$ cat src/shared/pcfg_map.vh
// register offsets, field positions and reset values of the synthesizer configuration bank
`ifndef PCFG_MAP_VH
`define PCFG_MAP_VH
`define PCFG_OFS_OUTDIV_LO 7'h17
`define PCFG_OFS_REFDIV 7'h18
`define PCFG_OFS_NINT_HI 7'h19
`define PCFG_OFS_NINT_LO 7'h1A
`define PCFG_OFS_NUM2 7'h1B
`define PCFG_OFS_NUM1 7'h1C
`define PCFG_OFS_NUM0 7'h1D
`define PCFG_OFS_DEN2 7'h1E
`define PCFG_OFS_DEN1 7'h1F
`define PCFG_OFS_DEN0 7'h20
`define PCFG_OFS_MOD 7'h21
`define PCFG_OFS_LOOP 7'h22
`define PCFG_RST_OUTDIV_LO 8'h4E
`define PCFG_RST_REFDIV 8'h01
`define PCFG_RST_NINT_HI 8'h00
`define PCFG_RST_NINT_LO 8'hDC
`define PCFG_RST_NUM2 8'h1C
`define PCFG_RST_NUM1 8'hB3
`define PCFG_RST_NUM0 8'hE3
`define PCFG_RST_DEN2 8'h3F
`define PCFG_RST_DEN1 8'hFF
`define PCFG_RST_DEN0 8'hFF
`define PCFG_RST_MOD 8'h03
`define PCFG_RST_LOOP 8'h24
`define PCFG_MSK_REFDIV 8'h01
`define PCFG_MSK_NINT_HI 8'h0F
`define PCFG_MSK_FULL 8'hFF
`define PCFG_MSK_TOP6 8'h3F
`define PCFG_MSK_MOD 8'h0F
`define PCFG_MSK_LOOP 8'h2F
`define PCFG_BIT_DOUBLER 5
`define PCFG_DITHER_HI 3
`define PCFG_DITHER_LO 2
`define PCFG_ORDER_HI 1
`define PCFG_ORDER_LO 0
`define PCFG_CP_HI 3
`define PCFG_CP_LO 0
`define PCFG_CP_1P6MA 4'h4
`define PCFG_CP_6P4MA 4'h8
`define PCFG_DITHER_WEAK 2'h0
`define PCFG_DITHER_OFF 2'h3
`define PCFG_ORDER_INT 2'h0
`define PCFG_ORDER_THIRD 2'h3
`define PCFG_BIT_REFDIV 0
`define PCFG_NINT_HI_MSB 3
`define PCFG_FRAC_TOP_MSB 5
`define PCFG_FIELD_LSB 0
`define PCFG_RDATA_ZERO 8'h00
`define PCFG_NREGS 12
`endif

$ cat src/logic/pcfg_byte_reg.v
// one masked configuration byte with reset value
`default_nettype none
module pcfg_byte_reg #(
  parameter [7:0] RST_VAL = 8'h00,
  parameter [7:0] MASK = 8'hFF
) (
  input wire clk, // system clock
  input wire rst_n, // synchronous reset, active low
  input wire wr_en, // write strobe for this byte
  input wire [7:0] wr_data, // byte written
  output reg [7:0] q // stored value, reserved bits zero
);
  // reserved bits never store, so they read zero
  always @(posedge clk)
  begin
    if (!rst_n)
      q <= RST_VAL & MASK;
    else if (wr_en)
      q <= wr_data & MASK;
  end
endmodule // pcfg_byte_reg
`default_nettype wire

$ cat src/logic/pcfg_regs.v
// configuration register bank of the fractional-n synthesizer
`include "pcfg_map.vh"
// What this block does
// - the 9-bit output divider takes its low eight bits from a byte register resetting to 0x4E.
// - the reference divide select bit divides by four when one, bypasses when zero, and resets to one.
// - the 12-bit feedback integer takes bits 11:8 from one register (reset 0x0) and 7:0 from the next (0xDC).
// - the 22-bit numerator joins three bytes for bits 21:16, 15:8, 7:0, resetting to 0x1C, 0xB3, 0xE3.
// - the 22-bit denominator joins three bytes for bits 21:16, 15:8, 7:0, resetting to 0x3F, 0xFF, 0xFF.
// - order field bits 1:0 selects integer at 0 and third order at 3, reserves 1 and 2, and resets to 3.
// - bit 5 of loop control enables the reference doubler and resets to one.
// - the 4-bit charge pump code gives 1.6 mA at 4 and 6.4 mA at 8, resets to 4, other codes unsupported.
`default_nettype none
module pcfg_regs (
  input wire clk, // system clock, 50 MHz
  input wire rst_n, // synchronous reset, active low
  input wire reg_wr, // write strobe from serial control
  input wire [6:0] reg_addr, // register offset
  input wire [7:0] reg_wdata, // write data
  output reg [7:0] reg_rdata, // registered read data
  output wire reg_hit, // offset lies in this bank
  output wire [7:0] out_div_low, // output divider bits 7:0
  output wire ref_divide_select, // 1: divide reference by four
  output wire [11:0] feedback_integer_value, // integer n divider
  output wire [21:0] frac_numerator_value, // fractional numerator
  output wire [21:0] frac_denominator_value, // fractional denominator
  output wire [1:0] dither_select, // modulator dither mode
  output wire [1:0] modulator_order, // modulator order
  output wire doubler_enable, // reference doubler on
  output wire [3:0] charge_pump_current_code, // charge pump current
  output wire frac_mode, // third order fractional active
  output wire dither_active, // dither in use
  output wire config_reserved_code // a reserved or unsupported code is held
);
  // ====================================================
  // address decode
  function [11:0] pcfg_dec;
    input [6:0] a;
    begin
      pcfg_dec = 12'h000;
      case (a)
        `PCFG_OFS_OUTDIV_LO: pcfg_dec = 12'h001;
        `PCFG_OFS_REFDIV: pcfg_dec = 12'h002;
        `PCFG_OFS_NINT_HI: pcfg_dec = 12'h004;
        `PCFG_OFS_NINT_LO: pcfg_dec = 12'h008;
        `PCFG_OFS_NUM2: pcfg_dec = 12'h010;
        `PCFG_OFS_NUM1: pcfg_dec = 12'h020;
        `PCFG_OFS_NUM0: pcfg_dec = 12'h040;
        `PCFG_OFS_DEN2: pcfg_dec = 12'h080;
        `PCFG_OFS_DEN1: pcfg_dec = 12'h100;
        `PCFG_OFS_DEN0: pcfg_dec = 12'h200;
        `PCFG_OFS_MOD: pcfg_dec = 12'h400;
        `PCFG_OFS_LOOP: pcfg_dec = 12'h800;
        default: pcfg_dec = 12'h000;
      endcase
    end
  endfunction

  // third order fractional operation selected
  function pcfg_frac;
    input [7:0] m;
    begin
      pcfg_frac = (m[`PCFG_ORDER_HI:`PCFG_ORDER_LO] == `PCFG_ORDER_THIRD);
    end
  endfunction

  // weak dither in use while fractional
  function pcfg_dith;
    input [7:0] m;
    begin
      pcfg_dith = pcfg_frac(m) & (m[`PCFG_DITHER_HI:`PCFG_DITHER_LO] == `PCFG_DITHER_WEAK);
    end
  endfunction

  // any reserved dither or order code, or an unsupported pump code
  function pcfg_resv;
    input [7:0] m;
    input [7:0] l;
    reg [1:0] dth;
    reg [1:0] ord;
    reg [3:0] cp;
    begin
      dth = m[`PCFG_DITHER_HI:`PCFG_DITHER_LO];
      ord = m[`PCFG_ORDER_HI:`PCFG_ORDER_LO];
      cp = l[`PCFG_CP_HI:`PCFG_CP_LO];
      pcfg_resv = ((dth != `PCFG_DITHER_WEAK) & (dth != `PCFG_DITHER_OFF))
        | ((ord != `PCFG_ORDER_INT) & (ord != `PCFG_ORDER_THIRD))
        | ((cp != `PCFG_CP_1P6MA) & (cp != `PCFG_CP_6P4MA));
    end
  endfunction

  wire [11:0] sel;
  wire [11:0] wr_sel;
  wire [7:0] r_outdiv, r_ref, r_nhi, r_nlo, r_n2, r_n1, r_n0, r_d2, r_d1, r_d0, r_mod, r_loop;
  assign sel = pcfg_dec(reg_addr);
  assign wr_sel = {`PCFG_NREGS{reg_wr}} & sel;
  assign reg_hit = |sel;

  // ====================================================
  // storage bytes
  pcfg_byte_reg #(.RST_VAL(`PCFG_RST_OUTDIV_LO), .MASK(`PCFG_MSK_FULL)) u_outdiv (
    .clk(clk),
    .rst_n(rst_n),
    .wr_en(wr_sel[0]),
    .wr_data(reg_wdata),
    .q(r_outdiv)
  );
  pcfg_byte_reg #(.RST_VAL(`PCFG_RST_REFDIV), .MASK(`PCFG_MSK_REFDIV)) u_ref (
    .clk(clk),
    .rst_n(rst_n),
    .wr_en(wr_sel[1]),
    .wr_data(reg_wdata),
    .q(r_ref)
  );
  pcfg_byte_reg #(.RST_VAL(`PCFG_RST_NINT_HI), .MASK(`PCFG_MSK_NINT_HI)) u_nhi (
    .clk(clk),
    .rst_n(rst_n),
    .wr_en(wr_sel[2]),
    .wr_data(reg_wdata),
    .q(r_nhi)
  );
  pcfg_byte_reg #(.RST_VAL(`PCFG_RST_NINT_LO), .MASK(`PCFG_MSK_FULL)) u_nlo (
    .clk(clk),
    .rst_n(rst_n),
    .wr_en(wr_sel[3]),
    .wr_data(reg_wdata),
    .q(r_nlo)
  );
  pcfg_byte_reg #(.RST_VAL(`PCFG_RST_NUM2), .MASK(`PCFG_MSK_TOP6)) u_n2 (
    .clk(clk),
    .rst_n(rst_n),
    .wr_en(wr_sel[4]),
    .wr_data(reg_wdata),
    .q(r_n2)
  );
  pcfg_byte_reg #(.RST_VAL(`PCFG_RST_NUM1), .MASK(`PCFG_MSK_FULL)) u_n1 (
    .clk(clk),
    .rst_n(rst_n),
    .wr_en(wr_sel[5]),
    .wr_data(reg_wdata),
    .q(r_n1)
  );
  pcfg_byte_reg #(.RST_VAL(`PCFG_RST_NUM0), .MASK(`PCFG_MSK_FULL)) u_n0 (
    .clk(clk),
    .rst_n(rst_n),
    .wr_en(wr_sel[6]),
    .wr_data(reg_wdata),
    .q(r_n0)
  );
  pcfg_byte_reg #(.RST_VAL(`PCFG_RST_DEN2), .MASK(`PCFG_MSK_TOP6)) u_d2 (
    .clk(clk),
    .rst_n(rst_n),
    .wr_en(wr_sel[7]),
    .wr_data(reg_wdata),
    .q(r_d2)
  );
  pcfg_byte_reg #(.RST_VAL(`PCFG_RST_DEN1), .MASK(`PCFG_MSK_FULL)) u_d1 (
    .clk(clk),
    .rst_n(rst_n),
    .wr_en(wr_sel[8]),
    .wr_data(reg_wdata),
    .q(r_d1)
  );
  pcfg_byte_reg #(.RST_VAL(`PCFG_RST_DEN0), .MASK(`PCFG_MSK_FULL)) u_d0 (
    .clk(clk),
    .rst_n(rst_n),
    .wr_en(wr_sel[9]),
    .wr_data(reg_wdata),
    .q(r_d0)
  );
  pcfg_byte_reg #(.RST_VAL(`PCFG_RST_MOD), .MASK(`PCFG_MSK_MOD)) u_mod (
    .clk(clk),
    .rst_n(rst_n),
    .wr_en(wr_sel[10]),
    .wr_data(reg_wdata),
    .q(r_mod)
  );
  pcfg_byte_reg #(.RST_VAL(`PCFG_RST_LOOP), .MASK(`PCFG_MSK_LOOP)) u_loop (
    .clk(clk),
    .rst_n(rst_n),
    .wr_en(wr_sel[11]),
    .wr_data(reg_wdata),
    .q(r_loop)
  );

  // ====================================================
  // field assembly toward the analog loop
  assign out_div_low = r_outdiv;
  assign ref_divide_select = r_ref[`PCFG_BIT_REFDIV];
  assign feedback_integer_value = {r_nhi[`PCFG_NINT_HI_MSB:`PCFG_FIELD_LSB], r_nlo};
  assign frac_numerator_value = {r_n2[`PCFG_FRAC_TOP_MSB:`PCFG_FIELD_LSB], r_n1, r_n0};
  assign frac_denominator_value = {r_d2[`PCFG_FRAC_TOP_MSB:`PCFG_FIELD_LSB], r_d1, r_d0};
  assign dither_select = r_mod[`PCFG_DITHER_HI:`PCFG_DITHER_LO];
  assign modulator_order = r_mod[`PCFG_ORDER_HI:`PCFG_ORDER_LO];
  assign doubler_enable = r_loop[`PCFG_BIT_DOUBLER];
  assign charge_pump_current_code = r_loop[`PCFG_CP_HI:`PCFG_CP_LO];

  // ====================================================
  // mode flags, registered so no decode glitch reaches the loop
  wire [7:0] mod_d;
  wire [7:0] loop_d;
  wire frac_mode_d;
  wire dither_active_d;
  wire reserved_code_d;
  reg frac_mode_q;
  reg dither_active_q;
  reg reserved_code_q;

  // bytes as they stand after this edge, so flags move with the fields
  assign mod_d = wr_sel[10] ? (reg_wdata & `PCFG_MSK_MOD) : r_mod;
  assign loop_d = wr_sel[11] ? (reg_wdata & `PCFG_MSK_LOOP) : r_loop;
  assign frac_mode_d = pcfg_frac(mod_d);
  assign dither_active_d = pcfg_dith(mod_d);
  assign reserved_code_d = pcfg_resv(mod_d, loop_d);

  // flag registers, reset from the reset bytes
  always @(posedge clk)
  begin
    if (!rst_n)
    begin
      frac_mode_q <= pcfg_frac(`PCFG_RST_MOD);
      dither_active_q <= pcfg_dith(`PCFG_RST_MOD);
      reserved_code_q <= pcfg_resv(`PCFG_RST_MOD, `PCFG_RST_LOOP);
    end
    else
    begin
      frac_mode_q <= frac_mode_d;
      dither_active_q <= dither_active_d;
      reserved_code_q <= reserved_code_d;
    end
  end

  // flag outputs
  assign frac_mode = frac_mode_q;
  assign dither_active = dither_active_q;
  assign config_reserved_code = reserved_code_q;

  // ====================================================
  // registered read back, zero for unmapped offsets
  always @(posedge clk)
  begin
    if (!rst_n)
      reg_rdata <= `PCFG_RDATA_ZERO;
    else
    begin
      case (reg_addr)
        `PCFG_OFS_OUTDIV_LO: reg_rdata <= r_outdiv;
        `PCFG_OFS_REFDIV: reg_rdata <= r_ref;
        `PCFG_OFS_NINT_HI: reg_rdata <= r_nhi;
        `PCFG_OFS_NINT_LO: reg_rdata <= r_nlo;
        `PCFG_OFS_NUM2: reg_rdata <= r_n2;
        `PCFG_OFS_NUM1: reg_rdata <= r_n1;
        `PCFG_OFS_NUM0: reg_rdata <= r_n0;
        `PCFG_OFS_DEN2: reg_rdata <= r_d2;
        `PCFG_OFS_DEN1: reg_rdata <= r_d1;
        `PCFG_OFS_DEN0: reg_rdata <= r_d0;
        `PCFG_OFS_MOD: reg_rdata <= r_mod;
        `PCFG_OFS_LOOP: reg_rdata <= r_loop;
        default: reg_rdata <= `PCFG_RDATA_ZERO;
      endcase
    end
  end
endmodule // pcfg_regs
`default_nettype wire

$ cat config.mk
export PLATFORM = sky130hd
export DESIGN_NAME = pcfg_regs
export DESIGN_NICKNAME = d
export VERILOG_FILES = /design/src/logic/pcfg_byte_reg.v /design/src/logic/pcfg_regs.v
export VERILOG_INCLUDE_DIRS = /design/src /design/src/shared
export SDC_FILE = /design/constraint.sdc
export NUM_CORES = 1
export LEC_CHECK = 0
export BUFFER_PORTS_ARGS = -buffer_cell sky130_fd_sc_hd__buf_4
export CAP_MARGIN = 20
export CORE_MARGIN = 2
export CORE_UTILIZATION = 50
export CTS_BUF_LIST = sky130_fd_sc_hd__clkbuf_4
export DETAILED_ROUTE_END_ITERATION = 10
export PLACE_DENSITY_LB_ADDON = 0.1
export SETUP_SLACK_MARGIN = 0.3
export SLEW_MARGIN = 40
export SYNTH_ARGS = -nofsm -noshare
export SYNTH_HDL_FRONTEND = slang
export SYNTH_SLANG_ARGS = --single-unit
$ cat constraint.sdc
create_clock -name clk -period 7.01 [get_ports clk]
set_clock_uncertainty 0.05 [all_clocks]
set_input_delay 0.701 -clock clk [delete_from_list [all_inputs] [get_ports clk]]
set_output_delay 0.701 -clock clk [all_outputs]
set_load 0.05 [all_outputs]
==> results of run 1 <==
-- critical path, stage by stage --
cell and delay, ns:
buf_4 0.21, or4b_4 0.62, o32ai_1 0.17, nor2b_1 0.20, buf_4 0.22
-- layout make-up --
cell class	count	share of cell area
Multi-Input combinational cell	280	0.4218
Tap cell	102	0.02651
Sequential cell	85	0.3534
Clock inverter	4	0.01507
Clock buffer	12	0.01871
Timing Repair Buffer	104	0.1622
Inverter	3	0.002339
-- power by group through the flow --
stage               clock [W]  combinational [W]  sequential, W
floorplan                   0          0.0000430       0.000500
global placement            0          0.0000693       0.000496
detailed placement          0          0.0000702       0.000496
CTS                  0.000327          0.0000705       0.000485
global route         0.000345          0.0000757       0.000486
finish               0.000326          0.0000712       0.000485
-- sequential cells by signal, summed over array words and instances (netlist names) --
register	flops
u_d2.q	6
config_reserved_code	1
dither_active	1
u_nlo.q	8
u_n1.q	8
u_nhi.q	4
u_outdiv.q	8
u_d1.q	8
u_ref.q	1
reg_rdata	8
u_n2.q	6
frac_mode	1
u_d0.q	8
u_n0.q	8
u_mod.q	4
u_loop.q	5
-- through the flow --
step	instance area, um2	std cells	utilization	setup slack [ns]	power (W)
CTS	4810	590	0.6322	4.145	0.0008825
floorplan	3870	400	-	3.893	0.0005431
detailed placement	4647	574	0.6109	4.009	0.0005661
global route	4815	590	0.6329	4.092	0.0009059
finish	4815	590	0.6329	4.129	0.0008829
global placement	4634	574	0.6092	4.057	0.0005652
-- cells in the mapped netlist, types with 3 or more instances --
cell type	instances	share of area
o21ai_0	9	0.012
dfxtp_1	85	0.44
a32oi_1	3	0.0068
mux2_2	7	0.020
buf_2	4	0.0052
nand2_1	54	0.052
mux2i_1	83	0.21
a21oi_1	5	0.0065
buf_1	3	0.0029
nand4_1	6	0.0097
nand3b_1	7	0.014
nor3_2	3	0.0078
nand3_1	12	0.016
a41oi_1	4	0.0091
nor2b_1	4	0.0065
nor3_1	6	0.0078
and2_1	6	0.0097
nor2_1	33	0.032
a31oi_1	6	0.0097
o32ai_1	3	0.0068
a22o_1	3	0.0068
clkbuf_1	22	0.021
-- cells by family after synthesis --
| family | after synthesis | synth area share |
|---|---|---|
| AOI/OAI and AO/OA | 37 | 0.06596 |
| adders and majority gates | 2 | 0.006465 |
| xor gates and xnor gates | 2 | 0.004527 |
| DFF | 85 | 0.4397 |
| and+or+nand+nor | 147 | 0.1966 |
| buffers and inverters | 35 | 0.04009 |
| muxes | 92 | 0.2467 |
-- per-layer routing --
metal	track usage	vias up	wire, um
met4	0.07960	0	229
met2	0.4050	158	5027
met1	0.3665	1619	5010
met5	0	-	0
li1	-	1586	-
met3	0.04930	22	788
-- path summary, 6_finish.rpt --
check                          startpoint                 endpoint  slack (ns)  depth (start not counted)
hold / removal     u_n0.q[1]$_SDFFE_PN1P_   u_n0.q[1]$_SDFFE_PN1P_        0.47                          2
setup / recovery              reg_addr[2]                  reg_hit        4.13                          5
hold reg to reg    u_n0.q[1]$_SDFFE_PN1P_   u_n0.q[1]$_SDFFE_PN1P_        0.47                          2
setup reg to reg  u_nlo.q[6]$_SDFFE_PN1P_  reg_rdata[6]$_SDFF_PN0_        5.54                          4
==> PnR_summary.wiki, run 1 <==
{| class="wikitable"
! Metric !! Value
|-
| Outcome || finished clean
|-
| Category of the most critical setup path || primary input to output pin
|-
| Required @ worst endpoint || 6.26 ns
|-
| Post-route clock period utilization || 0.4110
|-
| Cell Pwr Density || 183.4 nW/um2
|-
| Number of library cell types mapped by synthesis || 45
|-
| Layout cell share with drive strength beyond 1 || 0.2889
|-
| H-tree depth || 3
|-
| Area growth from synthesis to layout || 24.41%
|-
| Maximum achievable frequency || 0.3471 GHz
|-
| Part of the power in the clock network || 0.370
|-
| Fin. Hold Viols || 0
|-
| Endpoint type of the worst setup path || output pin
|-
| Antenna violation net count after detailed routing || 0
|-
| Total global-route track usage || 0.2599
|-
| Number of antenna violations at the first check in global routing || 0
|-
| # nets final || 503
|-
| Static power due to leakage || 2.033 nW
|-
| # rows || 32
|-
| CTS tree || built
|-
| DP HPWL || 7642 um
|-
| TritonCTS sink count || 85
|-
| Pin count of the biggest net entering global routing || 53
|-
| Sequential cell area in the final layout || 1702 um2
|-
| Global-route wire length before repair || 17020 um
|-
| Post-synthesis average cell area || 9.675 um2
|-
| Clock Tree Root || clkbuf_4
|-
| Gate power share || 0.081
|-
| Data arrival time of the critical path || 2.13 ns
|-
| Overall routed net length || 11060 um
|-
| Post-detailed-route wirelength per cell || between 15 and 20 um
|-
| Time the worst path needs with I/O delays and setup || 2.881 ns
|-
| Mapped Area || around 3900 um2
|-
| Crit Path Max Fanout || 32
|-
| Number of DRC violations after detailed routing || 0
|-
| Post-CTS clock slew at the launch and capture registers of the worst setup and hold paths || 0.12 ns
|-
| RSZ-0062 raised after global routing || false
|-
| Via density || roughly 5.7
|-
| Y dimension of the die || 91.98 um
|-
| DIE AREA || between 8000 and 9000 um2
|-
| Synthesized instance count || 400
|-
| Commonest non-fill, non-tap cell in the layout || buf_4
|-
| # port buffers || 103
|-
| Number of gates resized after cts || 0
|-
| Setup-failing EPs final || 0
|-
| Crit path launch type || primary input
|-
| Total via count after detailed routing || approximately 3400
|-
| Routability congestion estimate || 0.8348
|-
| Hold buffer count at cts || 0
|-
| Max-cap violation count || 0
|-
| Number of flops mapped to enable cells by yosys || 0
|-
| Worst slew margin relative to its limit || 0.5158
|-
| Share of power burned in registers || 0.550
|-
| Insertion delay of the later-clocked pin in the worst-skew pair || 0.44 ns
|-
| Slew at the pin closest to its max-slew limit || 0.7242 ns
|-
| Count of TritonRoute iterations in the first routing pass || 5
|-
| Number of global-route vias before repair || 3127
|-
| Number of DRC markers after the initial detailed-route iteration || 193
|-
| Io pins || approximately 100
|-
| # diodes || 0
|-
| Number of synthesized register bits || 85
|-
| Fill cell count || 679
|-
| Fraction of synthesis flops using an asynchronous set or reset pin || 0
|-
| Prevailing post-synth register cell || dfxtp_1
|-
| Class of the worst hold path || register to register
|-
| Core region area || 7607 um2
|-
| Global route overflow || 0
|-
| Worst-case vdd ir drop || 0.1165 mV
|-
| Synthesized net count || 420
|-
| Number of max-slew violations in the final report || 0
|-
| Power spent charging and discharging nets || 0.0002190 W
|-
| Area of the multi-input gates || 2031 um2
|-
| Worst hold margin || roughly 0.47 ns
|-
| Final total negative setup slack || 0 ns
|-
| Starting Density || 0.5087
|-
| Commonest cells after routing, fill and taps aside || 104 x buf_4, 85 x dfxtp_1, 83 x mux2i_1, 54 x nand2_1, 33 x nor2_1
|-
| Switching share of power || 0.2481
|-
| Count of warnings emitted by yosys || 0
|-
| Portion of the post-synthesis area used by sequential elements || 0.4397
|-
| Internal power || 0.0006639 W
|-
| Die width || 91.98 um
|-
| Number of setup buffers added after CTS || 0
|-
| Longest Clk Path Bufs || 2
|-
| Number of buffers added by the clock tree synthesis step || 9
|}
Note: power is estimated with default switching activity, not from simulation.
==> run 2: changes to the inputs <==
Settings changed: ABC_AREA from default to 1.
Clock period 7.01 ns to 2.7 ns, I/O delays scaled along.
==> run 2 against run 1 <==
Against the previous run: largest power group unchanged; utilization rose by 2.9 points; clock-buffer cell count did not move; highest routed layer unchanged; setup slack got worse by 3.5 ns.
==> PnR_summary.wiki, run 2 <==
{| class="wikitable"
! Metric !! Value
|-
| Number of buffers added by the clock tree synthesis step || 9
|-
| Share of power burned in registers || 0.550
|-
| Die width || 91.65 um
|-
| Gate power share || 0.081
|-
| Time the worst path needs with I/O delays and setup || 2.085 ns
|-
| Post-synth top cells || 129 x nand2_1, 85 x dfxtp_1, 56 x inv_1
|-
| Worst slew margin relative to its limit || 0.5982
|-
| Via density || 5.429
|-
| Routed wl met2 || between 5000 and 6000 um
|-
| Critical register-to-register path endpoint || config_reserved_code$_SDFF_PN0_
|-
| Longest Clk Path Bufs || 2
|-
| Cell type contributing the most total cell area after synthesis || dfxtp_1
|-
| Category of the most critical setup path || primary input to output pin
|-
| Part of the power in the clock network || 0.368
|-
| Number of max-slew violations in the final report || 0
|-
| Top routing layer in use || met4
|-
| Slew at the pin closest to its max-slew limit || 0.6027 ns
|-
| Maximum achievable frequency || 0.4796 GHz
|-
| Wire length on met3 || roughly 1000 um
|-
| Number of gates resized after cts || 0
|-
| RSZ-0062 raised after global routing || false
|-
| Number of global-route vias before repair || 3663
|-
| Commonest non-fill, non-tap cell in the layout || nand2_1
|-
| Number of DRC markers after the initial detailed-route iteration || approximately 290
|-
| Y dimension of the die || 91.65 um
|-
| Prevailing post-synth register cell || dfxtp_1
|-
| H-tree depth || 3
|-
| Path depth of the worst reg2reg path || 6
|-
| Number of synthesized register bits || 85
|-
| Global route overflow || 0
|-
| Worst-case vdd ir drop || 0.2767 mV
|-
| Outcome || finished clean
|-
| Insertion delay of the later-clocked pin in the worst-skew pair || 0.44 ns
|-
| DP HPWL || 8503 um
|-
| Max-cap violation count || 0
|-
| Reg-to-reg setup timing slack || 1.33 ns
|-
| Antenna violation net count after detailed routing || 0
|-
| Post-synthesis average cell area || 7.261 um2
|-
| Class of the worst hold path || primary input to register
|-
| Io pins || 104
|-
| Most area-consuming cells after synthesis || dfxtp_1 44%, nand2_1 13%, nand3_1 6.9%, inv_1 5.5%, o21ai_0 5.1%
|-
| Hold buffer count at cts || 0
|-
| Routed metal-1 wirelength || between 5000 and 6000 um
|-
| # diodes || 0
|-
| Area growth from synthesis to layout || 26.35%
|-
| Number of library cell types mapped by synthesis || 33
|-
| Worst Hold Endpoint || u_d0.q[0]$_SDFFE_PN1P_
|-
| Portion of the post-synthesis area used by sequential elements || 0.4430
|-
| Number of flops mapped to enable cells by yosys || 0
|-
| # rows || 31
|-
| Clock Tree Root || clkbuf_4
|-
| Post-route core utilization || 0.6621
|-
| Most repeated cell in the gate-level netlist after synthesis || nand2_1
|-
| Count of warnings emitted by yosys || 0
|-
| Setup-failing EPs final || 0
|-
| Area share of the leading cell type in the synthesized netlist || 0.4430
|-
| Starting Density || 0.5240
|-
| Data arrival time of the critical path || 1.76 ns
|-
| Synthesized instance count || around 530
|-
| Final total negative setup slack || 0 ns
|-
| Commonest cells after routing, fill and taps aside || 129 x nand2_1, 111 x buf_4, 85 x dfxtp_1, 56 x inv_1, 53 x nand3_1
|-
| Number of setup buffers added after CTS || 0
|-
| Fraction of synthesis flops using an asynchronous set or reset pin || 0
|-
| Global-route wire length before repair || 18510 um
|-
| Post-CTS clock slew at the launch and capture registers of the worst setup and hold paths || ~0.13 ns
|-
| Min-Delay Startpoint || reg_wdata[0]
|-
| Overall routed net length || between 10000 and 15000 um
|-
| CTS tree || built
|-
| Pin count of the biggest net entering global routing || 58
|-
| Total global-route track usage || 0.2807
|-
| Total via count after detailed routing || 3990
|-
| # nets final || 651
|-
| Endpoint type of the worst setup path || output pin
|-
| Core region area || 7331 um2
|-
| Static power due to leakage || 2.473 nW
|-
| Area post-placement || 4691 um2
|-
| Post-detailed-route wirelength per cell || 16.01 um
|-
| Internal power || between 0.0015 and 0.002 W
|-
| Power spent charging and discharging nets || a little under 0.0006 W
|-
| Required @ worst endpoint || 2.38 ns
|-
| Fin. Hold Viols || 0
|-
| DIE AREA || ~8400 um2
|-
| TritonCTS sink count || 85
|-
| Synthesized net count || 549
|-
| Post-route clock period utilization || 0.7722
|-
| Mapped Area || 3841 um2
|-
| Post-layout total power || approximately 0.0023 W
|-
| Cell Pwr Density || 474.2 nW/um2
|-
| Switching share of power || 0.2534
|-
| Area of all placed cells without fillers || just under 5000 um2
|-
| Worst hold margin || ~0.053 ns
|-
| Count of TritonRoute iterations in the first routing pass || 7
|-
| Crit path launch type || primary input
|-
| Number of antenna violations at the first check in global routing || 0
|-
| Worst R2R Start || u_mod.q[3]$_SDFF_PN0_
|-
| Number of DRC violations after detailed routing || 0
|-
| Routability congestion estimate || 0.8758
|-
| Crit Path Max Fanout || 24
|-
| Layout cell share with drive strength beyond 1 || 0.2453
|-
| Count of cells along the worst hold path || 3
|-
| # port buffers || 103
|}
## run 2: per-stage QoR
step	std cells	setup slack, ns
floorplan	529	0.9188
global placement	719	0.6913
detailed placement	719	0.6055
CTS	735	0.6347
global route	735	0.4894
finish	735	0.6150
## run 2: worst max path at each step
| stage | from | endpoint | slack [ns] | cells after the start |
|---|---|---|---|---|
| after floorplan | reg_addr[4] | config_reserved_code$_SDFF_PN0_ | 0.92 | 11 |
| after global placement | reg_addr[2] | config_reserved_code$_SDFF_PN0_ | 0.69 | 13 |
| after detailed placement | reg_addr[2] | config_reserved_code$_SDFF_PN0_ | 0.61 | 13 |
| after CTS | reg_addr[6] | reg_hit | 0.63 | 9 |
| after global routing | reg_addr[6] | reg_hit | 0.49 | 9 |
| final | reg_addr[6] | reg_hit | 0.62 | 9 |
## run 2: logic make-up after synthesis
group                    share of synthesized area
AND/OR/NAND/NOR                             0.3029
AO/OA/AOI/OAI                               0.1557
flip-flops                                  0.4430
buffers and inverters                      0.09186
adder cells (fa/ha/maj)                   0.006514
## run 2: cell type report
cell class,instances,area [um2]
well taps,99,123.9
clock inverters,4,72.57
multi-input cells,360,1787
clock buffers,12,90.09
flip-flops and latches,85,1702
repair buffers,111,833.3
inverters,64,245.2
fillers,684,2477
## run 2: power by group through the flow
stage	logic [W]	clock network, W	registers, W
floorplan	0.0000856	0	0.00132
global placement	0.000182	0	0.00129
detailed placement	0.000183	0	0.00129
CTS	0.000185	0.000847	0.00127
global route	0.000200	0.000904	0.00127
finish	0.000187	0.000848	0.00127
## run 2: metal layers
metal  vias up  global-route usage
met3        42             0.05670
met2       227              0.4308
met1      1787              0.3669
met4         0              0.1616
li1       1934                   -
met5         -                   0
## run 2: worst max-delay path: stages
cell	delay, ns
buf_4	0.11
inv_1	0.05
nand3_1	0.15
inv_2	0.35
nand2_1	0.22
inv_1	0.21
nor3_1	0.08
nand2_1	0.11
buf_4	0.20
